<file path="config.mk">
export PLATFORM = sky130hd
export DESIGN_NAME = ppio_host_ctrl
export DESIGN_NICKNAME = d
export VERILOG_FILES = /design/src/rtl/ppio_pkg.sv /design/src/rtl/ppio_sync2.sv /design/src/rtl/ppio_bus_seq.sv /design/src/rtl/ppio_host_ctrl.sv
export SDC_FILE = /design/constraint.sdc
export NUM_CORES = 1
export LEC_CHECK = 0
export BUFFER_PORTS_ARGS = -buffer_cell sky130_fd_sc_hd__buf_2
export CORE_MARGIN = 2
export CORE_UTILIZATION = 30
export DETAILED_ROUTE_END_ITERATION = 16
export GPL_TIMING_DRIVEN = 0
export HOLD_SLACK_MARGIN = 0.05
export PLACE_DENSITY = 0.47
export SYNTH_ARGS = -nofsm -noshare
export SYNTH_HDL_FRONTEND = slang
export SYNTH_SLANG_ARGS = --single-unit
</file>
<file path="constraint.sdc">
create_clock -name clk_sys_in -period 3.87 [get_ports clk_sys_in]
set_input_delay 0.774 -clock clk_sys_in [delete_from_list [all_inputs] [get_ports clk_sys_in]]
set_output_delay 0.774 -clock clk_sys_in [all_outputs]
set_load 0.005 [all_outputs]
</file>
<file path="src/rtl/ppio_pkg.sv">
// Purpose: shared constants for the parallel-io host controller
// Assumes: 20 MHz system clock, one parallel_io_device on the pins
// Notes: device timing figures are plain defaults, tune per board
package ppio_pkg;
  localparam int CLK_MHZ = 20;
  // device addresses on addr_sel_hi/addr_sel_lo
  localparam logic [1:0] DEV_PORT_A = 2'h0;
  localparam logic [1:0] DEV_PORT_B = 2'h1;
  localparam logic [1:0] DEV_PORT_C = 2'h2;
  localparam logic [1:0] DEV_CTRL = 2'h3;
  // control word layout
  localparam int CW_MODE_BIT = 7;
  localparam int BSR_SEL_LSB = 1;
  localparam int BSR_SEL_MSB = 3;
  localparam int BSR_VAL_BIT = 0;
  localparam int DIR_A_BIT = 4;
  localparam int DIR_CU_BIT = 3;
  localparam int DIR_B_BIT = 1;
  localparam int DIR_CL_BIT = 0;
  localparam int INTERRUPT_ENABLE_FLAG_A_IN_BIT = 4;
  localparam int INTERRUPT_ENABLE_FLAG_A_OUT_BIT = 6;
  localparam int INTERRUPT_ENABLE_FLAG_B_BIT = 2;
  // own registers, byte offsets on AHB-Lite
  localparam logic [7:0] REG_CMD = 8'h00;
  localparam logic [7:0] REG_STAT = 8'h04;
  localparam logic [7:0] REG_RDATA = 8'h08;
  localparam logic [7:0] REG_MODE = 8'h0C;
  localparam logic [7:0] REG_BSR = 8'h10;
  localparam logic [7:0] REG_CTL = 8'h14;
  // CMD fields
  localparam int CMD_ADDR_LSB = 8;
  localparam int CMD_READ_BIT = 12;
  // STAT fields
  localparam int ST_BUSY = 0;
  localparam int ST_DONE = 1;
  localparam int ST_REFUSED = 2;
  localparam int ST_IRQ_A = 4;
  localparam int ST_IRQ_B = 5;
  localparam int ST_MODE_VALID = 7;
  localparam int ST_DIR_LSB = 8;
  localparam int ST_INTERRUPT_ENABLE_FLAG_LSB = 12;
  // bus cycle timing
  localparam int T_SETUP_NS = 100;
  localparam int T_STROBE_NS = 300;
  localparam int T_HOLD_NS = 50;
  localparam int T_RECOVER_NS = 200;
  localparam int SETUP_CYC = (T_SETUP_NS * CLK_MHZ + 999) / 1000;
  localparam int STROBE_CYC = (T_STROBE_NS * CLK_MHZ + 999) / 1000;
  localparam int HOLD_CYC = (T_HOLD_NS * CLK_MHZ + 999) / 1000;
  localparam int RECOVER_CYC = (T_RECOVER_NS * CLK_MHZ + 999) / 1000;
  localparam int SYNC_STAGES = 2;
endpackage

</file>
<file path="src/rtl/ppio_sync2.sv">
// Purpose: two-flop synchroniser for pin inputs
// Assumes: bits are independent levels
// Notes: multi-bit words are only sampled once stable
`timescale 1ns/1ps
module ppio_sync2 #(
  parameter int W = 8
) (
  input wire logic clk_sys_in, // system clock
  input wire logic resetn_in, // async reset, active low
  input wire logic [W-1:0] d_in, // async input
  output logic [W-1:0] q_out // synchronised output
);
  logic [W-1:0] meta_r;
  logic [W-1:0] q_r;
  always_ff @(posedge clk_sys_in or negedge resetn_in) begin
    if (!resetn_in) begin
      meta_r <= '0;
      q_r <= '0;
    end else begin
      meta_r <= d_in;
      q_r <= meta_r;
    end
  end
  assign q_out = q_r;
endmodule

</file>
<file path="src/rtl/ppio_bus_seq.sv">
// Purpose: one read or write cycle on the device's chip-select bus
// Assumes: dbus_sync_in already passed two flops
// Notes: strobe must cover sync delay plus device access time
`timescale 1ns/1ps
module ppio_bus_seq #(
  parameter int SETUP_CYC = ppio_pkg::SETUP_CYC,
  parameter int STROBE_CYC = ppio_pkg::STROBE_CYC,
  parameter int HOLD_CYC = ppio_pkg::HOLD_CYC,
  parameter int RECOVER_CYC = ppio_pkg::RECOVER_CYC
) (
  input wire logic clk_sys_in, // system clock
  input wire logic resetn_in, // async reset, active low
  input wire logic start_in, // one-cycle start pulse
  input wire logic rd_in, // 1 read, 0 write
  input wire logic [1:0] addr_in, // device address
  input wire logic [7:0] wdata_in, // write byte
  input wire logic [7:0] dbus_sync_in, // synchronised data bus
  output logic busy_out, // cycle in progress
  output logic done_out, // one-cycle end pulse
  output logic [7:0] rdata_out, // captured read byte
  output logic cs_n_out, // chip select, active low
  output logic rd_n_out, // read strobe, active low
  output logic wr_n_out, // write strobe, active low
  output logic [1:0] addr_out, // addr_sel_hi, addr_sel_lo
  output logic [7:0] dbus_out, // data bus drive value
  output logic dbus_oe_out // data bus drive enable
);
  if (SETUP_CYC < 1 || STROBE_CYC < 3 || HOLD_CYC < 1 || RECOVER_CYC < 1 ||
      STROBE_CYC > 15 || SETUP_CYC > 15 || HOLD_CYC > 15 || RECOVER_CYC > 15) begin : g_bad
    $error("ppio_bus_seq: timing counts out of range");
  end
  typedef enum logic [2:0] {S_IDLE, S_SETUP, S_STB, S_HOLD, S_RCV} ppio_seq_e;
  ppio_seq_e state_r, state_nxt;
  logic [3:0] cnt_r, cnt_nxt;
  logic rd_r, cs_n_r, rd_n_r, wr_n_r, oe_r, done_r;
  logic [1:0] addr_r;
  logic [7:0] wdata_r, rdata_r;
  wire last_w = (cnt_r == 4'h1);
  always_comb begin
    state_nxt = state_r;
    cnt_nxt = cnt_r - 4'h1;
    case (state_r)
      S_IDLE: begin
        cnt_nxt = 4'(SETUP_CYC);
        if (start_in) state_nxt = S_SETUP;
      end
      S_SETUP: if (last_w) begin
        state_nxt = S_STB;
        cnt_nxt = 4'(STROBE_CYC);
      end
      S_STB: if (last_w) begin
        state_nxt = S_HOLD;
        cnt_nxt = 4'(HOLD_CYC);
      end
      S_HOLD: if (last_w) begin
        state_nxt = S_RCV;
        cnt_nxt = 4'(RECOVER_CYC);
      end
      S_RCV: if (last_w) state_nxt = S_IDLE;
      default: state_nxt = S_IDLE;
    endcase
  end
  // bus floats and cs_n high outside a cycle
  wire cs_n_nxt = (state_nxt == S_IDLE) || (state_nxt == S_RCV);
  wire rd_n_nxt = !((state_nxt == S_STB) && rd_r);
  wire wr_n_nxt = !((state_nxt == S_STB) && !rd_r);
  wire oe_nxt = !rd_r && ((state_nxt == S_STB) || (state_nxt == S_HOLD));
  wire cap_w = (state_r == S_STB) && last_w && rd_r;
  always_ff @(posedge clk_sys_in or negedge resetn_in) begin
    if (!resetn_in) begin
      state_r <= S_IDLE;
      cnt_r <= 4'h0;
      rd_r <= 1'b1;
      addr_r <= 2'h0;
      wdata_r <= 8'h00;
    end else begin
      state_r <= state_nxt;
      cnt_r <= cnt_nxt;
      if (state_r == S_IDLE && start_in) begin
        rd_r <= rd_in;
        addr_r <= addr_in;
        wdata_r <= wdata_in;
      end
    end
  end
  always_ff @(posedge clk_sys_in or negedge resetn_in) begin
    if (!resetn_in) begin
      cs_n_r <= 1'b1;
      rd_n_r <= 1'b1;
      wr_n_r <= 1'b1;
      oe_r <= 1'b0;
      done_r <= 1'b0;
      rdata_r <= 8'h00;
    end else begin
      cs_n_r <= cs_n_nxt;
      rd_n_r <= rd_n_nxt;
      wr_n_r <= wr_n_nxt;
      oe_r <= oe_nxt;
      done_r <= (state_r == S_RCV) && last_w;
      if (cap_w) rdata_r <= dbus_sync_in;
    end
  end
  assign busy_out = (state_r != S_IDLE);
  assign done_out = done_r;
  assign rdata_out = rdata_r;
  assign cs_n_out = cs_n_r;
  assign rd_n_out = rd_n_r;
  assign wr_n_out = wr_n_r;
  assign addr_out = addr_r;
  assign dbus_out = wdata_r;
  assign dbus_oe_out = oe_r;

  // helper: length of each read strobe
  logic [3:0] rd_low_cnt_r;
  always_ff @(posedge clk_sys_in or negedge resetn_in) begin
    if (!resetn_in) rd_low_cnt_r <= 4'h0;
    else if (!rd_n_r) rd_low_cnt_r <= rd_low_cnt_r + 4'h1;
    else rd_low_cnt_r <= 4'h0;
  end
endmodule

</file>
<file path="src/rtl/ppio_host_ctrl.sv">
// Purpose: AHB-Lite programmable host that drives a parallel-io device
// Assumes: device pins wired directly, reset pin active high
// Notes: control word is write-only, so the last mode word is shadowed
//
// Chosen here: the AHB-Lite interface to the registers.
`timescale 1ns/1ps
module ppio_host_ctrl (
  input wire logic clk_sys_in, // 20 MHz system clock
  input wire logic resetn_in, // async reset, active low
  input wire logic hsel_in, // AHB slave select
  input wire logic [7:0] haddr_in, // AHB byte address
  input wire logic [1:0] htrans_in, // AHB transfer type
  input wire logic hwrite_in, // AHB write
  input wire logic [2:0] hsize_in, // AHB size, word only
  input wire logic [31:0] hwdata_in, // AHB write data
  input wire logic hready_in, // AHB bus ready
  output logic hreadyout_out, // AHB slave ready
  output logic [31:0] hrdata_out, // AHB read data
  output logic hresp_out, // AHB response, always OKAY
  output logic dev_cs_n_out, // device chip select
  output logic dev_rd_n_out, // device read strobe
  output logic dev_wr_n_out, // device write strobe
  output logic addr_sel_lo_out, // device address bit 0
  output logic addr_sel_hi_out, // device address bit 1
  input wire logic [7:0] dev_data_in, // device data bus level
  output logic [7:0] dev_data_out, // device data drive value
  output logic dev_data_oe_out, // device data drive enable
  output logic dev_reset_out, // device reset, active high
  input wire logic irq_a_in, // group A interrupt_request pin
  input wire logic irq_b_in // group B interrupt_request pin
);
  // AHB address phase capture
  logic wr_ph_r;
  logic [7:0] addr_ph_r;
  logic [31:0] hrdata_r;
  // own state
  logic done_r, refused_r, soft_reset_r, dev_reset_r;
  logic [7:0] mode_shadow_r, pc_shadow_r;
  logic start_r, start_rd_r;
  logic [1:0] start_addr_r;
  logic [7:0] start_wdata_r;
  logic busy_w, done_w;
  logic [7:0] rdata_w, dbus_sync_w;
  logic [1:0] irq_sync_w;
  logic [1:0] dev_addr_w;

  wire addr_ok_w = hsel_in && hready_in && htrans_in[1];
  wire wr_w = wr_ph_r;
  wire wr_cmd_w = wr_w && (addr_ph_r == ppio_pkg::REG_CMD);
  wire wr_stat_w = wr_w && (addr_ph_r == ppio_pkg::REG_STAT);
  wire wr_mode_w = wr_w && (addr_ph_r == ppio_pkg::REG_MODE);
  wire wr_bsr_w = wr_w && (addr_ph_r == ppio_pkg::REG_BSR);
  wire wr_ctl_w = wr_w && (addr_ph_r == ppio_pkg::REG_CTL);
  wire [1:0] cmd_addr_w = hwdata_in[ppio_pkg::CMD_ADDR_LSB +: 2];
  wire cmd_rd_w = hwdata_in[ppio_pkg::CMD_READ_BIT];
  // bus occupied, or device held in reset
  wire blocked_w = busy_w || start_r || dev_reset_r;
  // the control word cannot be read, so such a request is turned away
  wire bad_read_w = wr_cmd_w && cmd_rd_w && (cmd_addr_w == ppio_pkg::DEV_CTRL);
  wire issue_req_w = wr_cmd_w || wr_mode_w || wr_bsr_w;
  wire refuse_w = issue_req_w && (blocked_w || bad_read_w);
  wire issue_w = issue_req_w && !refuse_w;
  // mode word: bit 7 forced high, low seven bits as written
  wire [7:0] mode_word_w = {1'b1, hwdata_in[6:0]};
  // set/reset word: bit 7 low, selected bit and value
  wire [2:0] bsr_sel_w = hwdata_in[2:0];
  wire bsr_val_w = hwdata_in[3];
  wire [7:0] bsr_word_w = {4'h0, bsr_sel_w, bsr_val_w};
  wire [7:0] issue_word_w = wr_mode_w ? mode_word_w :
                            (wr_bsr_w ? bsr_word_w : hwdata_in[7:0]);
  wire [1:0] issue_addr_w = wr_cmd_w ? cmd_addr_w : ppio_pkg::DEV_CTRL;
  wire issue_rd_w = wr_cmd_w && cmd_rd_w;
  wire done_clr_w = wr_stat_w && hwdata_in[ppio_pkg::ST_DONE];
  wire ref_clr_w = wr_stat_w && hwdata_in[ppio_pkg::ST_REFUSED];
  wire mode_valid_w = mode_shadow_r[ppio_pkg::CW_MODE_BIT];
  // directions as last programmed, one means input
  wire [3:0] dir_w = {mode_shadow_r[ppio_pkg::DIR_A_BIT],
                      mode_shadow_r[ppio_pkg::DIR_CU_BIT],
                      mode_shadow_r[ppio_pkg::DIR_B_BIT],
                      mode_shadow_r[ppio_pkg::DIR_CL_BIT]};
  // interrupt enables follow the set/reset commands sent to port C
  wire [2:0] interrupt_enable_flag_w = {pc_shadow_r[ppio_pkg::INTERRUPT_ENABLE_FLAG_A_OUT_BIT],
                       pc_shadow_r[ppio_pkg::INTERRUPT_ENABLE_FLAG_A_IN_BIT],
                       pc_shadow_r[ppio_pkg::INTERRUPT_ENABLE_FLAG_B_BIT]};
  wire [31:0] stat_w = {16'h0000, 1'b0, interrupt_enable_flag_w, dir_w, mode_valid_w, 1'b0,
                        irq_sync_w[1], irq_sync_w[0], 1'b0, refused_r, done_r,
                        busy_w || start_r};
  wire [31:0] rdmux_w = (haddr_in == ppio_pkg::REG_STAT) ? stat_w :
                        (haddr_in == ppio_pkg::REG_RDATA) ? {16'h0000, pc_shadow_r, rdata_w} :
                        (haddr_in == ppio_pkg::REG_MODE) ? {24'h000000, mode_shadow_r} :
                        (haddr_in == ppio_pkg::REG_CTL) ? {31'h00000000, soft_reset_r} :
                        32'h00000000;

  always_ff @(posedge clk_sys_in or negedge resetn_in) begin
    if (!resetn_in) begin
      wr_ph_r <= 1'b0;
      addr_ph_r <= 8'h00;
      hrdata_r <= 32'h00000000;
    end else if (hready_in) begin
      wr_ph_r <= addr_ok_w && hwrite_in;
      addr_ph_r <= haddr_in;
      hrdata_r <= (addr_ok_w && !hwrite_in) ? rdmux_w : 32'h00000000;
    end
  end

  // set wins over clear on both sticky flags
  always_ff @(posedge clk_sys_in or negedge resetn_in) begin
    if (!resetn_in) begin
      done_r <= 1'b0;
      refused_r <= 1'b0;
    end else begin
      done_r <= done_w || (done_r && !done_clr_w);
      refused_r <= refuse_w || (refused_r && !ref_clr_w);
    end
  end

  // device reset pin follows system reset or software request
  always_ff @(posedge clk_sys_in or negedge resetn_in) begin
    if (!resetn_in) begin
      soft_reset_r <= 1'b0;
      dev_reset_r <= 1'b1;
    end else begin
      if (wr_ctl_w) soft_reset_r <= hwdata_in[0];
      dev_reset_r <= wr_ctl_w ? hwdata_in[0] : soft_reset_r;
    end
  end

  // shadows are cleared with the device so they never claim stale modes
  always_ff @(posedge clk_sys_in or negedge resetn_in) begin
    if (!resetn_in) begin
      mode_shadow_r <= 8'h00;
      pc_shadow_r <= 8'h00;
    end else if (dev_reset_r) begin
      mode_shadow_r <= 8'h00;
      pc_shadow_r <= 8'h00;
    end else if (issue_w && wr_mode_w) begin
      mode_shadow_r <= mode_word_w;
      pc_shadow_r <= 8'h00;
    end else if (issue_w && wr_bsr_w) begin
      pc_shadow_r[bsr_sel_w] <= bsr_val_w;
    end else if (issue_w && wr_cmd_w && !cmd_rd_w && cmd_addr_w == ppio_pkg::DEV_PORT_C) begin
      pc_shadow_r <= hwdata_in[7:0];
    end
  end

  always_ff @(posedge clk_sys_in or negedge resetn_in) begin
    if (!resetn_in) begin
      start_r <= 1'b0;
      start_rd_r <= 1'b1;
      start_addr_r <= 2'h0;
      start_wdata_r <= 8'h00;
    end else begin
      start_r <= issue_w;
      if (issue_w) begin
        start_rd_r <= issue_rd_w;
        start_addr_r <= issue_addr_w;
        start_wdata_r <= issue_word_w;
      end
    end
  end

  ppio_sync2 #(.W(8)) u_sync_data (
    .clk_sys_in(clk_sys_in),
    .resetn_in(resetn_in),
    .d_in(dev_data_in),
    .q_out(dbus_sync_w)
  );

  // interrupt pins are raised and dropped by the device itself
  ppio_sync2 #(.W(2)) u_sync_irq (
    .clk_sys_in(clk_sys_in),
    .resetn_in(resetn_in),
    .d_in({irq_b_in, irq_a_in}),
    .q_out(irq_sync_w)
  );

  ppio_bus_seq u_seq (
    .clk_sys_in(clk_sys_in),
    .resetn_in(resetn_in),
    .start_in(start_r),
    .rd_in(start_rd_r),
    .addr_in(start_addr_r),
    .wdata_in(start_wdata_r),
    .dbus_sync_in(dbus_sync_w),
    .busy_out(busy_w),
    .done_out(done_w),
    .rdata_out(rdata_w),
    .cs_n_out(dev_cs_n_out),
    .rd_n_out(dev_rd_n_out),
    .wr_n_out(dev_wr_n_out),
    .addr_out(dev_addr_w),
    .dbus_out(dev_data_out),
    .dbus_oe_out(dev_data_oe_out)
  );

  assign addr_sel_lo_out = dev_addr_w[0];
  assign addr_sel_hi_out = dev_addr_w[1];
  assign dev_reset_out = dev_reset_r;
  assign hreadyout_out = 1'b1;
  assign hrdata_out = hrdata_r;
  assign hresp_out = 1'b0;
endmodule

</file>
# After elaboration in Yosys (flattened, before gate mapping)
# Cells that the tools add are included.
dict set report op_classes {
  addsub 1
  muxes 28
  order_cmp 2
  n_eq_ne 18
  n_reduce_logical 53
}
# operator count
set op_table {}
lappend op_table {{8-bit 2-to-1 mux} 9}
lappend op_table {{16-bit 2-to-1 mux} 3}
lappend op_table {{1-bit logical AND} 30}
lappend op_table {{8-bit by 4-bit equality test with 1-bit output (second input constant)} 3}
lappend op_table {{8-bit by 5-bit equality test with 1-bit output (second input constant)} 3}
lappend op_table {{8-bit by 3-bit equality test with 1-bit output (second input constant)} 2}
lappend op_table {{4-bit case mux with 4 select lines} 1}
lappend op_table {{3-bit 2-to-1 mux} 5}
lappend op_table {{3-bit case mux with 5 select lines} 1}
lappend op_table {{3-bit by 2-bit equality test with 1-bit output (second input constant)} 4}
lappend op_table {{4-bit 2-to-1 mux} 3}
lappend op_table {{1-bit logical OR} 9}
lappend op_table {{8-bit bitwise mux} 1}
lappend op_table {{1-bit logical NOT} 8}
lappend op_table {{8-bit logical NOT} 1}
lappend op_table {{3-bit equality test (second input constant)} 2}
lappend op_table {{3-bit logical NOT} 2}
lappend op_table {{2-bit equality test (second input constant)} 2}
lappend op_table {{4-bit by 1-bit equality test with 1-bit output (second input constant)} 1}
lappend op_table {{3-bit by 4-bit less-than comparator with 1-bit output (second input constant)} 1}
lappend op_table {{4-bit nonzero test} 1}
lappend op_table {{4-bit by 1-bit subtractor with 4-bit output (second input constant)} 1}
lappend op_table {{1-bit demux with 3-bit select} 1}
lappend op_table {{3-bit by 1-bit equality test with 1-bit output (second input constant)} 1}
lappend op_table {{5 further kinds} 7}
dict set report totals {
  regBits 124
  out_inout_bits 49
}

# Depth between registers and ports, before layout
# Gate-level depths: netlist of the first run.
dict set report logic_depth {
  ltp_word 15
  depth_mapped 8
}

# Hierarchy
# A second synthesis of the first run with hierarchy kept.
dict set report unflattened {
  cells_unflattened 449
  area_unflattened_um2 4853.4
}
# module cells_each seq_area_each_um2 area_each_um2 n_inst
set by_module_without_submodules {}
lappend by_module_without_submodules {ppio_host_ctrl 330 1428.9 3009.1 1}
lappend by_module_without_submodules {ppio_bus_seq 99 780.7 1343.8 1}
lappend by_module_without_submodules {{ppio_sync2 at u_sync_data} 16 400.4 400.4 1}
lappend by_module_without_submodules {{ppio_sync2 at u_sync_irq} 4 100.1 100.1 1}

# Worst setup path before layout of the first run
# No wires, ideal clock.
dict set report synth_path {
  path_kind {input-to-reg}
  from {input port haddr_in[5]}
  to {register hrdata_r[10], in the netlist hrdata_out[10]}
  t_arrival_ns 2.210
  path_buffers 0
  setup_slack_ns 1.577
  required_ns 3.787
  cell_stages 4
  path_cell_list {or4_1 -> nor4_1 -> a22oi_1 -> o21ai_0}
}
dict set report synth_via {
  elab_chain_cells 4
  word_cells_on_any_way 5
  cone_classes {2 x eq/ne; 3 x mux}
}
# item line
set synth_lines {}
lappend synth_lines {{start, declared} ppio_host_ctrl.sv:11} ;# input wire logic [7:0] haddr_in,
lappend synth_lines {{8-bit by 4-bit equality test with 1-bit output} ppio_host_ctrl.sv:89} ;# (haddr_in == ppio_pkg::REG_RDATA) ? {16'h0000, pc_shadow_r, rdata_w} :
lappend synth_lines {{16-bit 2-to-1 mux} ppio_host_ctrl.sv:89}
lappend synth_lines {{16-bit 2-to-1 mux *} ppio_host_ctrl.sv:88} ;# wire [31:0] rdmux_w = (haddr_in == ppio_pkg::REG_STAT) ? stat_w :
lappend synth_lines {{16-bit 2-to-1 mux *} ppio_host_ctrl.sv:102} ;# hrdata_r <= (addr_ok_w && !hwrite_in) ? rdmux_w : 32'h00000000;
lappend synth_lines {{end signal, assigned} ppio_host_ctrl.sv:102}
lappend synth_lines {{end, declared} ppio_host_ctrl.sv:35} ;# logic [31:0] hrdata_r;
# Every way passes the cells marked *; elsewhere a longest branch is shown, timed or not.
# A chain may end at the register's enable or synchronous reset.

# Worst setup path after layout of the first run
dict set report layout_path {
  from {input port haddr_in[5]}
  to {register hrdata_r[11], in the netlist hrdata_out[11]}
}
# Same word-level chain as after synthesis.

==> results of run 1 <==
==> layer usage <==
| metal | share of wire, % | wire length [um] | vias up | track usage (%) |
|---|---|---|---|---|
| met5 | 0 | 0 | - | 0 |
| met4 | 2.0 | 249 | 0 | 5.731 |
| met3 | 4.8 | 596 | 17 | 3.326 |
| met2 | 48 | 5939 | 96 | 22.28 |
| met1 | 46 | 5670 | 1841 | 19.64 |
| li1 | - | - | 1775 | - |
==> cell usage after synthesis (7+ instances only) <==
cell	instances	area [sq um]
dfrtp_1	102	2552
mux2_2	37	416.7
inv_1	32	120.1
nor2_1	24	90.09
o21ai_0	23	115.1
buf_4	18	135.1
nand2_1	18	67.56
a22oi_1	16	120.1
a21oi_1	15	75.07
clkbuf_1	15	56.30
nand3_1	13	65.06
o22ai_1	13	81.33
mux2i_1	10	100.1
a32oi_1	7	61.31
mux2_4	7	105.1
nor3b_1	7	52.55
==> path summary, 6_finish.rpt <==
kind / startpoint / endpoint / cells after the start
worst max-delay path: haddr_in[5] / hrdata_out[11]$_DFFE_PN0P_ / 5
worst min register to register: u_sync_data.meta_r[5]$_DFF_PN0_ / u_sync_data.q_out[5]$_DFF_PN0_ / 0
worst min-delay path: u_sync_data.meta_r[5]$_DFF_PN0_ / u_sync_data.q_out[5]$_DFF_PN0_ / 0
max in group asynchronous: resetn_in / dev_reset_out$_DFF_PN1_ / 2
worst max register to register: u_seq.state_r[0]$_DFF_PN0_ / pc_shadow_r[7]$_DFFE_PN0P_ / 6
min in group asynchronous: resetn_in / u_seq.rdata_out[6]$_DFFE_PN0P_ / 1
==> stage by stage <==
step	total power, W	cells	cell area [sq um]	hold WS, ns	utilization [%]
final	0.002298	770	6053	0.3527	36.50
after floorplan	0.001332	470	5151	0.3312	-
after global placement	0.001422	753	5742	0.3338	34.62
after global routing	0.002405	770	6053	0.3583	36.50
after CTS	0.002332	770	6053	0.3543	36.50
after detailed placement	0.001427	754	5772	0.3363	34.80
==> registers in the layout, indices dropped and copies added, names as in the netlist, 2 cells and up <==
signal,cells
u_sync_data.meta_r,8
u_seq.state_r,3
hrdata_out,16
start_wdata_r,8
start_addr_r,2
u_sync_data.q_out,8
u_seq.dbus_out,8
mode_shadow_r,8
u_seq.addr_out,2
pc_shadow_r,8
u_seq.rdata_out,8
u_seq.cnt_r,4
u_sync_irq.meta_r,2
u_sync_irq.q_out,2
addr_ph_r,8
==> area by class of cell <==
cell class	count	area [sq um]	share of cell area [%]
sequential	108	2710	44.77
multi-input combinational	285	2041	33.71
timing repair buffer	64	345.3	5.705
buffer	44	276.5	4.568
tap	220	275.3	4.547
clock buffer	10	229.0	3.783
inverter	33	123.9	2.046
clock inverter	6	52.55	0.8681
==> cell families (layout without fill, tap and decap cells) <==
kind of cell	Yosys count	count (layout)
adders and majority gates	2	2
and+or+nand+nor	110	110
buffers and inverters	77	157
AOI/OAI and AO/OA	98	98
DFF	108	108
xor gates and xnor gates	3	3
other	2	18
muxes	54	54
==> placed cells by master, fill, tap and decap left out, drive strengths merged, types with 3 or more instances in the layout <==
cell and count:
a21oi 15, a22oi 16, a32oi 7, buf 93
clkbuf 25, conb 18, dfrtp 102, dfstp 6
inv 36, mux2 44, mux2i 10, nand2 18
nand3 13, nand3b 3, nand4 6, nor2 25
nor2b 4, nor3 6, nor3b 7, nor4 5
o21a 6, o21ai 23, o22ai 13, o311ai 4
or2 3, or3 4, or3b 3
==> worst max-delay path: stages <==
cell and delay (ns):
buf_2 0.10, or4_1 0.59, nor4_1 1.10, a22oi_1 0.32
o21ai_0 0.15
==> report_power, final <==
part | switching [W] | total [W] | leakage [nW] | internal, W
clock | 0.000444 | 0.000894 | 0.137 | 0.000450
combinational | 0.000131 | 0.000220 | 1.22 | 0.0000896
sequential | 0.0000197 | 0.00118 | 1.40 | 0.00116
total | 0.000595 | 0.00230 | 2.76 | 0.00170
==> results.toml, run 1 <==
[grt]
grt_usage_pct = 14.43
grt_pass1_vias = 3755
overflow = 0
grt_pass1_wl_um = 20220
antenna_found_initial = 0
grt_max_degree = 65

[job]
cap_violations = 0

[logic_synthesis]
ys_ff_latch = 108
synthSimpleGateAreaFrac_pct = 12.66
syn_area_per_cell_sq_um = 11.21
synth_top_family_by_area = "compound AO/OA/AOI/OAI gates"
yosysWarnings = 0
synth-edff-count = 0
ys_seq_area_share_pct = 53.23
async_flop_share_pct = 100.0
synthMuxAreaShare_pct = 12.21
syn_inst = 454
synthFlopType = "dfrtp_1"
synthXorXnorAreaFrac_pct = 0.5161
synth_fa_ha_area_share_pct = 0.4915
synthDistinctLibCells = 66
syn_area_sq_um = 5091
synth_compound_area_share_pct = 12.88

[critical_path]
crit_arrival_ns = 3.03
startpoint_type = "input port"
cp-end-kind = "register"
crit_required_ns = 4.15
critPathKind = "in -> reg"
worstPathMaxFanout = 6
reg2reg_slack_ns = 1.51

[drt]
drt-initial-drc-count = 235
drc_errors = 0
drtPass1Iterations = 4
via_count = 3729
vias_per_cell = 4.843
routed_wirelength_um = 12460
drtAntennaViolNets = 0
avgRoutedWirePerCell_um = 16.18

[clocking]
ctsHoldBuffers = 0
clk_latency_ns = 0.36
clk_pin_slew_worst_paths_ns = 0.08
h-tree-depth = 3
cts_setup_buffers = 0
cts_tree = "built"
cts_root_buffer = "clkbuf_16"
clock-sinks = 108
clockBufferDepth = 2
numCtsBuffers = 9
cts.repair.resized = 0

[sta]
fin_setup_tns_ns = 0
final_hold_viol_count = 0
fmaxAchievable_ghz = 0.3625
timing.final.crit_period_ns = 2.758
finalSetupViolCount = 0
finalCritPeriodShare_pct = 71.28
relSlewSlack_pct = 12.35
grt_setup_unrepaired = "no"
setup_slack_ns = 1.112
worstMarginPinSlew_ns = 1.303
final_max_slew_viol_count = 0
fin_skew_ns = 0.01449

[cells_and_area]
fillers = 1676
finalNetCount = 607
syn2layout_area_growth_pct = 18.90
drive_gt1_share_pct = 30.73
antenna_cells = 0

[floorplan]
rows = 47
fp.dieH_um = 134.3
die_area_sq_um = 18030
io_pins = 109
core_sq_um = 16580
start_util_pct = 30.70
die-width_um = 134.3

[power]
ir_worst_vdd_mv = 0.2086
powerDensity_nw_per_um2 = 379.7
power.leakage_nw = 2.763

[placement]
dp_slack_ns = 0.8730
hpwl_um = 8919
place.gp.congestion = 0.8474
port_buffers = 63

[status]
status = "finished, final reports clean"

[min_path]
hp-class = "reg -> reg"
(Power assumes the default switching activity.)
==> inputs of run 2 (changes only) <==
- ABC_AREA: default -> 1
- PLACE_DENSITY: 0.47 -> 0.49
- clock period: 3.87 -> 2.4 ns (I/O delays scaled with it)
==> results.toml, run 2 <==
[drt]
drtPass1Iterations = 4
top_layer_used = "met4"
avgRoutedWirePerCell_um = 13.66
via_count = 3794
wl_met2_um = 5496
drc_errors = 0
routed_wirelength_um = 11570
wl_met1_um = 5381
drt-initial-drc-count = 327
vias_per_cell = 4.479
drtAntennaViolNets = 0
dr_wl_met3_um = 422

[grt]
overflow = 0
grt_usage_pct = 14.16
antenna_found_initial = 0
grt_pass1_wl_um = 19460
grt_max_degree = 60
grt_pass1_vias = 3840

[critical_path]
startpoint_type = "register"
cpMaxStageDelayCell = "mux2_2"
cp_common_cell = "inv_1"
cp_cell_sequence = "inv_1 > ha_1 > nand2_1 > nor2_1 > inv_1 > nor2_1 > inv_1 > nor3_4 > mux2_2"
rr_startpoint = "u_seq.cnt_r[1]$_DFF_PN0_"
reg2reg_slack_ns = 0.34
cp-startpoint = "u_seq.cnt_r[1]$_DFF_PN0_"
cp_slowest_stage_delay_ns = 0.38
critPathKind = "reg -> reg"
worstPathMaxFanout = 5
crit_arrival_ns = 2.30
cp-end-kind = "register"
r2r_cells = 9
crit_required_ns = 2.64
rr_endpoint = "u_seq.rdata_out[0]$_DFFE_PN0P_"

[sta]
finalSetupViolCount = 0
fmaxAchievable_ghz = 0.4855
setup_slack_ns = 0.3402
final_hold_viol_count = 0
final_max_slew_viol_count = 0
relSlewSlack_pct = 55.52
finalCritPeriodShare_pct = 85.82
worstMarginPinSlew_ns = 0.6672
fin_skew_ns = 0.006691
grt_setup_unrepaired = "no"
timing.final.crit_period_ns = 2.060

[clocking]
clk_latency_ns = 0.35
clk_pin_slew_worst_paths_ns = 0.07
h-tree-depth = 3
cts.repair.resized = 0
cts_root_buffer = "clkbuf_16"
clock-sinks = 108
cts_setup_buffers = 0
clockBufferDepth = 2
ctsHoldBuffers = 0
numCtsBuffers = 9
cts_tree = "built"

[cells_and_area]
final_cell_mix = "nand2_1, dfrtp_1, buf_2, inv_1, o21ai_0"
syn2layout_area_growth_pct = 20.02
finalNetCount = 688
drive_gt1_share_pct = 21.39
register_area_sq_um = 2710
antenna_cells = 0
fillers = 1681
finalInstanceArea_sq_um = 5851
final_common_cell = "nand2_1"
multi_input_area_sq_um = 1744
largest_reg_flops = 16

[power]
powerDensity_nw_per_um2 = 608.2
power.leakage_nw = 2.938
ir_worst_vdd_mv = 0.3436

[logic_synthesis]
synthTopCellsByArea = "dfrtp_1, nand2_1, o21ai_0"
yosysWarnings = 0
async_flop_share_pct = 100.0
ys_ff_latch = 108
syn_area_per_cell_sq_um = 9.112
synth-edff-count = 0
synthFlopType = "dfrtp_1"
syn_area_sq_um = 4875
ys_seq_area_share_pct = 55.60
synthDistinctLibCells = 41
yosys.area.top_type = "dfrtp_1"
synth_largest_type_area_fraction_pct = 52.36
synth_most_common_cell = "nand2_1"
yosys-top-cells-count = "nand2_1, dfrtp_1, inv_1"
syn_inst = 535

[placement]
hpwl_um = 8800
place_area_sq_um = 5550
port_buffers = 63
dp_slack_ns = -0.007476
place.gp.congestion = 0.8000

[floorplan]
fp.dieH_um = 131.5
die-width_um = 131.5
die_area_sq_um = 17280
core_sq_um = 15890
start_util_pct = 30.69
rows = 46
io_pins = 109

[min_path]
hp-class = "in -> async"

[job]
cap_violations = 0

[status]
status = "finished, final reports clean"
==> run 2: layout make-up <==
cell class / instances / area share [%]
flip-flops and latches: 108 / 46.32
multi-input cells: 338 / 29.81
repair buffers: 64 / 5.902
inverters: 72 / 4.619
well taps: 216 / 4.619
clock buffers: 9 / 3.849
plain buffers: 33 / 3.700
clock inverters: 7 / 1.176
==> run 2: report_power, final <==
part	leakage, nW	internal [W]	switching, W
clock	0.143	0.000727	0.000704
combinational	1.43	0.0000820	0.000156
sequential	1.36	0.00186	0.0000242
total	2.94	0.00267	0.000885
==> run 2: critical path, delay by kind of cell (launching register included) <==
| kind | cells | cell delay [ns] |
|---|---|---|
| and+or+nand+nor | 4 | 0.71 |
| muxes | 1 | 0.38 |
| DFF | 1 | 0.36 |
| buffers and inverters | 3 | 0.35 |
| adders and majority gates | 1 | 0.16 |
==> run 2: routing by layer <==
metal	up-vias	GRT usage [%]
li1	1893	-
met1	1800	18.49
met2	82	22.86
met3	19	3.009
met4	0	5.857
met5	-	0
==> run 2: worst max path at each step <==
stage,end,slack (ns),depth (start not counted)
2_1_floorplan,u_seq.rdata_out[0]$_DFFE_PN0P_,0.69,9
3_3_place_gp,hrdata_out[7]$_DFFE_PN0P_,-0.39,1
3_5_place_dp,hrdata_out[1]$_DFFE_PN0P_,-0.007,8
4_1_cts,u_seq.rdata_out[7]$_DFFE_PN0P_,0.17,11
5_1_grt,u_seq.rdata_out[1]$_DFFE_PN0P_,0.14,11
6_report,u_seq.rdata_out[0]$_DFFE_PN0P_,0.34,9
==> run 2: cell families (layout without fill, tap and decap cells) <==
logic type      after synthesis  after routing  share of synthesized area, %
compound gates              100            100                         12.12
xor+xnor                      2              2                        0.3594
fa+ha+maj                     2              2                        0.5133
buf+inv                     105            185                         9.985
flops                       108            108                         55.60
mux                           4              4                        0.9240
other cells                   2             18                        0.1541
simple gates                212            212                         20.35
==> run 2: stage by stage <==
step | power, W | util (%) | std cells | hold slack, ns | setup TNS (ns)
after detailed placement | 0.002166 | 34.94 | 831 | 0.3364 | -0.007476
after CTS | 0.003623 | 36.79 | 847 | 0.1737 | 0
final | 0.003558 | 36.83 | 847 | 0.1500 | 0
after floorplan | 0.002044 | - | 551 | 0.1844 | 0
after global routing | 0.003741 | 36.83 | 847 | 0.1975 | 0
after global placement | 0.002156 | 34.75 | 830 | 0.3343 | -38.55
==> inputs of run 3 (changes only) <==
--- a/config.mk
+++ b/config.mk
@@ -14,3 +14,3 @@
 export HOLD_SLACK_MARGIN = 0.05
-export PLACE_DENSITY = 0.49
+export PLACE_DENSITY = 0.47
 export SYNTH_ARGS = -nofsm -noshare
==> constraint.sdc (replaced) <==
create_clock -name clk_sys_in -period 1.9 [get_ports clk_sys_in]
set_input_delay 0.19 -clock clk_sys_in [delete_from_list [all_inputs] [get_ports clk_sys_in]]
set_output_delay 0.19 -clock clk_sys_in [all_outputs]
set_load 0.005 [all_outputs]
==> results.toml, run 3 (same netlist as run 2, synthesis figures left out) <==
[status]
status = "finished, final reports clean"

[critical_path]
rr_endpoint = "pc_shadow_r[6]$_DFFE_PN0P_"
rr_startpoint = "addr_ph_r[1]$_DFFE_PN0P_"
cp-startpoint = "addr_ph_r[1]$_DFFE_PN0P_"
cp-endpoint = "pc_shadow_r[6]$_DFFE_PN0P_"
cp-end-kind = "register"
crit_required_ns = 2.14
startpoint_type = "register"
worstPathMaxFanout = 6
reg2reg_slack_ns = 0.1
r2r_cells = 11
critPathKind = "reg -> reg"
crit_arrival_ns = 2.04

[clocking]
cts_tree = "built"
cts_root_buffer = "clkbuf_16"
h-tree-depth = 3
clk_pin_slew_worst_paths_ns = 0.07
clockBufferDepth = 2
clock-sinks = 108
numCtsBuffers = 9
clk_latency_ns = 0.35

[cells_and_area]
fin_util_pct = 39.22
antenna_cells = 0
final_cell_mix = "nand2_1, dfrtp_1, buf_2, inv_1, o21ai_0"
finalInstanceArea_sq_um = 6230
syn2layout_area_growth_pct = 27.80
largest_reg_flops = 16
finalNetCount = 716
drive_gt1_share_pct = 26.10
final_common_cell = "nand2_1"

[floorplan]
start_util_pct = 30.69
fp.dieH_um = 131.5
core_sq_um = 15890
rows = 46
die-width_um = 131.5
die_area_sq_um = 17280
io_pins = 109

[drt]
avgRoutedWirePerCell_um = 14.02
vias_per_cell = 4.528
routed_wirelength_um = 12270
drtPass1Iterations = 5
drt-initial-drc-count = 319
drtAntennaViolNets = 0
via_count = 3962
drc_errors = 0

[grt]
grt_pass1_wl_um = 20330
antenna_found_initial = 0
grt_pass1_vias = 3996
grt_usage_pct = 14.72
overflow = 0
met1_usage_pct = 19.91
grt_max_degree = 62
globalRouteMet3Util_pct = 3.048
busiest_layer = "met2"
use_met2_pct = 23.50

[power]
net-switching-power_w = 0.001111
powerDensity_nw_per_um2 = 747.8
combPwrFrac_pct = 7.4
p_sw_share_pct = 23.84
pwr-share-clk_pct = 41.3
power.leakage_nw = 3.095
ir_worst_vdd_mv = 0.4047
p_int_w = 0.003548
seq_power_share_pct = 51.3

[sta]
timing.final.crit_period_ns = 1.801
final_hold_viol_count = 0
worstMarginPinSlew_ns = 0.6554
fin_skew_ns = 0.009236
finalSetupViolCount = 0
final_max_slew_viol_count = 0
relSlewSlack_pct = 56.31
fmaxAchievable_ghz = 0.5554
grt_setup_unrepaired = "yes"
finalCritPeriodShare_pct = 94.77

[placement]
hpwl_um = 8889
port_buffers = 63
place_area_sq_um = 5550
place.gp.congestion = 0.8064

[min_path]
hp-start = "haddr_in[0]"
hp-class = "in -> reg"
min_delay_path_depth = 3

[job]
cap_violations = 0
-- run 3: changes by cell type in the layout (fill, tap and decap cells not counted), sizes merged --
cell and delta:
dlygate4sd3 +11, clkinv -4, clkbuf +2, bufinv +1, clkinvlp +2, inv -1, buf +17
-- run 3: worst min-delay path by stage --
stage | end | slack, ns
4_1_cts | addr_ph_r[0]$_DFFE_PN0P_ | 0.06
3_3_place_gp | u_sync_data.meta_r[4]$_DFF_PN0_ | 0.30
5_1_grt | addr_ph_r[1]$_DFFE_PN0P_ | 0.08
3_5_place_dp | u_seq.dbus_out[3]$_DFFE_PN0P_ | 0.26
2_1_floorplan | addr_ph_r[0]$_DFFE_PN0P_ | -0.11
6_report | addr_ph_r[0]$_DFFE_PN0P_ | 0.06
-- run 3: power groups by stage --
stage | Clock, W | Sequential [W] | Combinational (W)
after global placement | 0 | 0.00243 | 0.000294
after CTS | 0.00198 | 0.00239 | 0.000330
after global routing | 0.00208 | 0.00240 | 0.000390
after floorplan | 0 | 0.00242 | 0.000162
after detailed placement | 0 | 0.00243 | 0.000306
final | 0.00193 | 0.00239 | 0.000344
-- run 3: what timing repair did --
item | CTS | global route
resized for setup | 8 | 29
pin swaps | 7 | 18
hold endpoints to repair | 51 | 0
cloned | 0 | 1
hold buffers | 11 | 0
buffers inserted | 7 | 9
endpoints found under the setup margin | 16 | 32
-- run 3: layout make-up --
type	instances	area (sq um)
well taps	216	270.3
inverters	72	270.3
flip-flops and latches	108	2710
plain buffers	33	222.7
fillers	1677	9656
clock buffers	11	242.7
repair buffers	92	615.6
clock inverters	5	58.81
multi-input cells	338	1839
-- run 3: per-layer routing --
layer  up-vias  wire length (um)
met5         -                 0
met4         0               233
met3        20               485
met2       101              5845
met1      1897              5707
li1       1944                 -
-- run 3: worst max-delay path: stages, from the launching register on --
cell	delay (ns)
dfrtp_1	0.41
nor2_4	0.15
nand2_2	0.08
nor2_4	0.14
nand4_4	0.16
nand3_2	0.13
nand2_4	0.07
nor2_4	0.18
nand2_4	0.09
buf_6	0.14
nand3_1	0.08
nand2_1	0.05
-- run 3: stage by stage --
stage / setup slack [ns] / hold slack, ns / total power (W) / TNS, ns / cells
after global routing: -0.02582 / 0.08306 / 0.004865 / -0.07315 / 875
after CTS: 0.002557 / 0.05642 / 0.004701 / 0 / 865
after floorplan: 0.1887 / -0.1056 / 0.002581 / 0 / 551
final: 0.09946 / 0.06285 / 0.004659 / 0 / 875
after global placement: -0.6155 / 0.2985 / 0.002725 / -66.02 / 830
after detailed placement: -0.3136 / 0.2617 / 0.002738 / -4.652 / 831
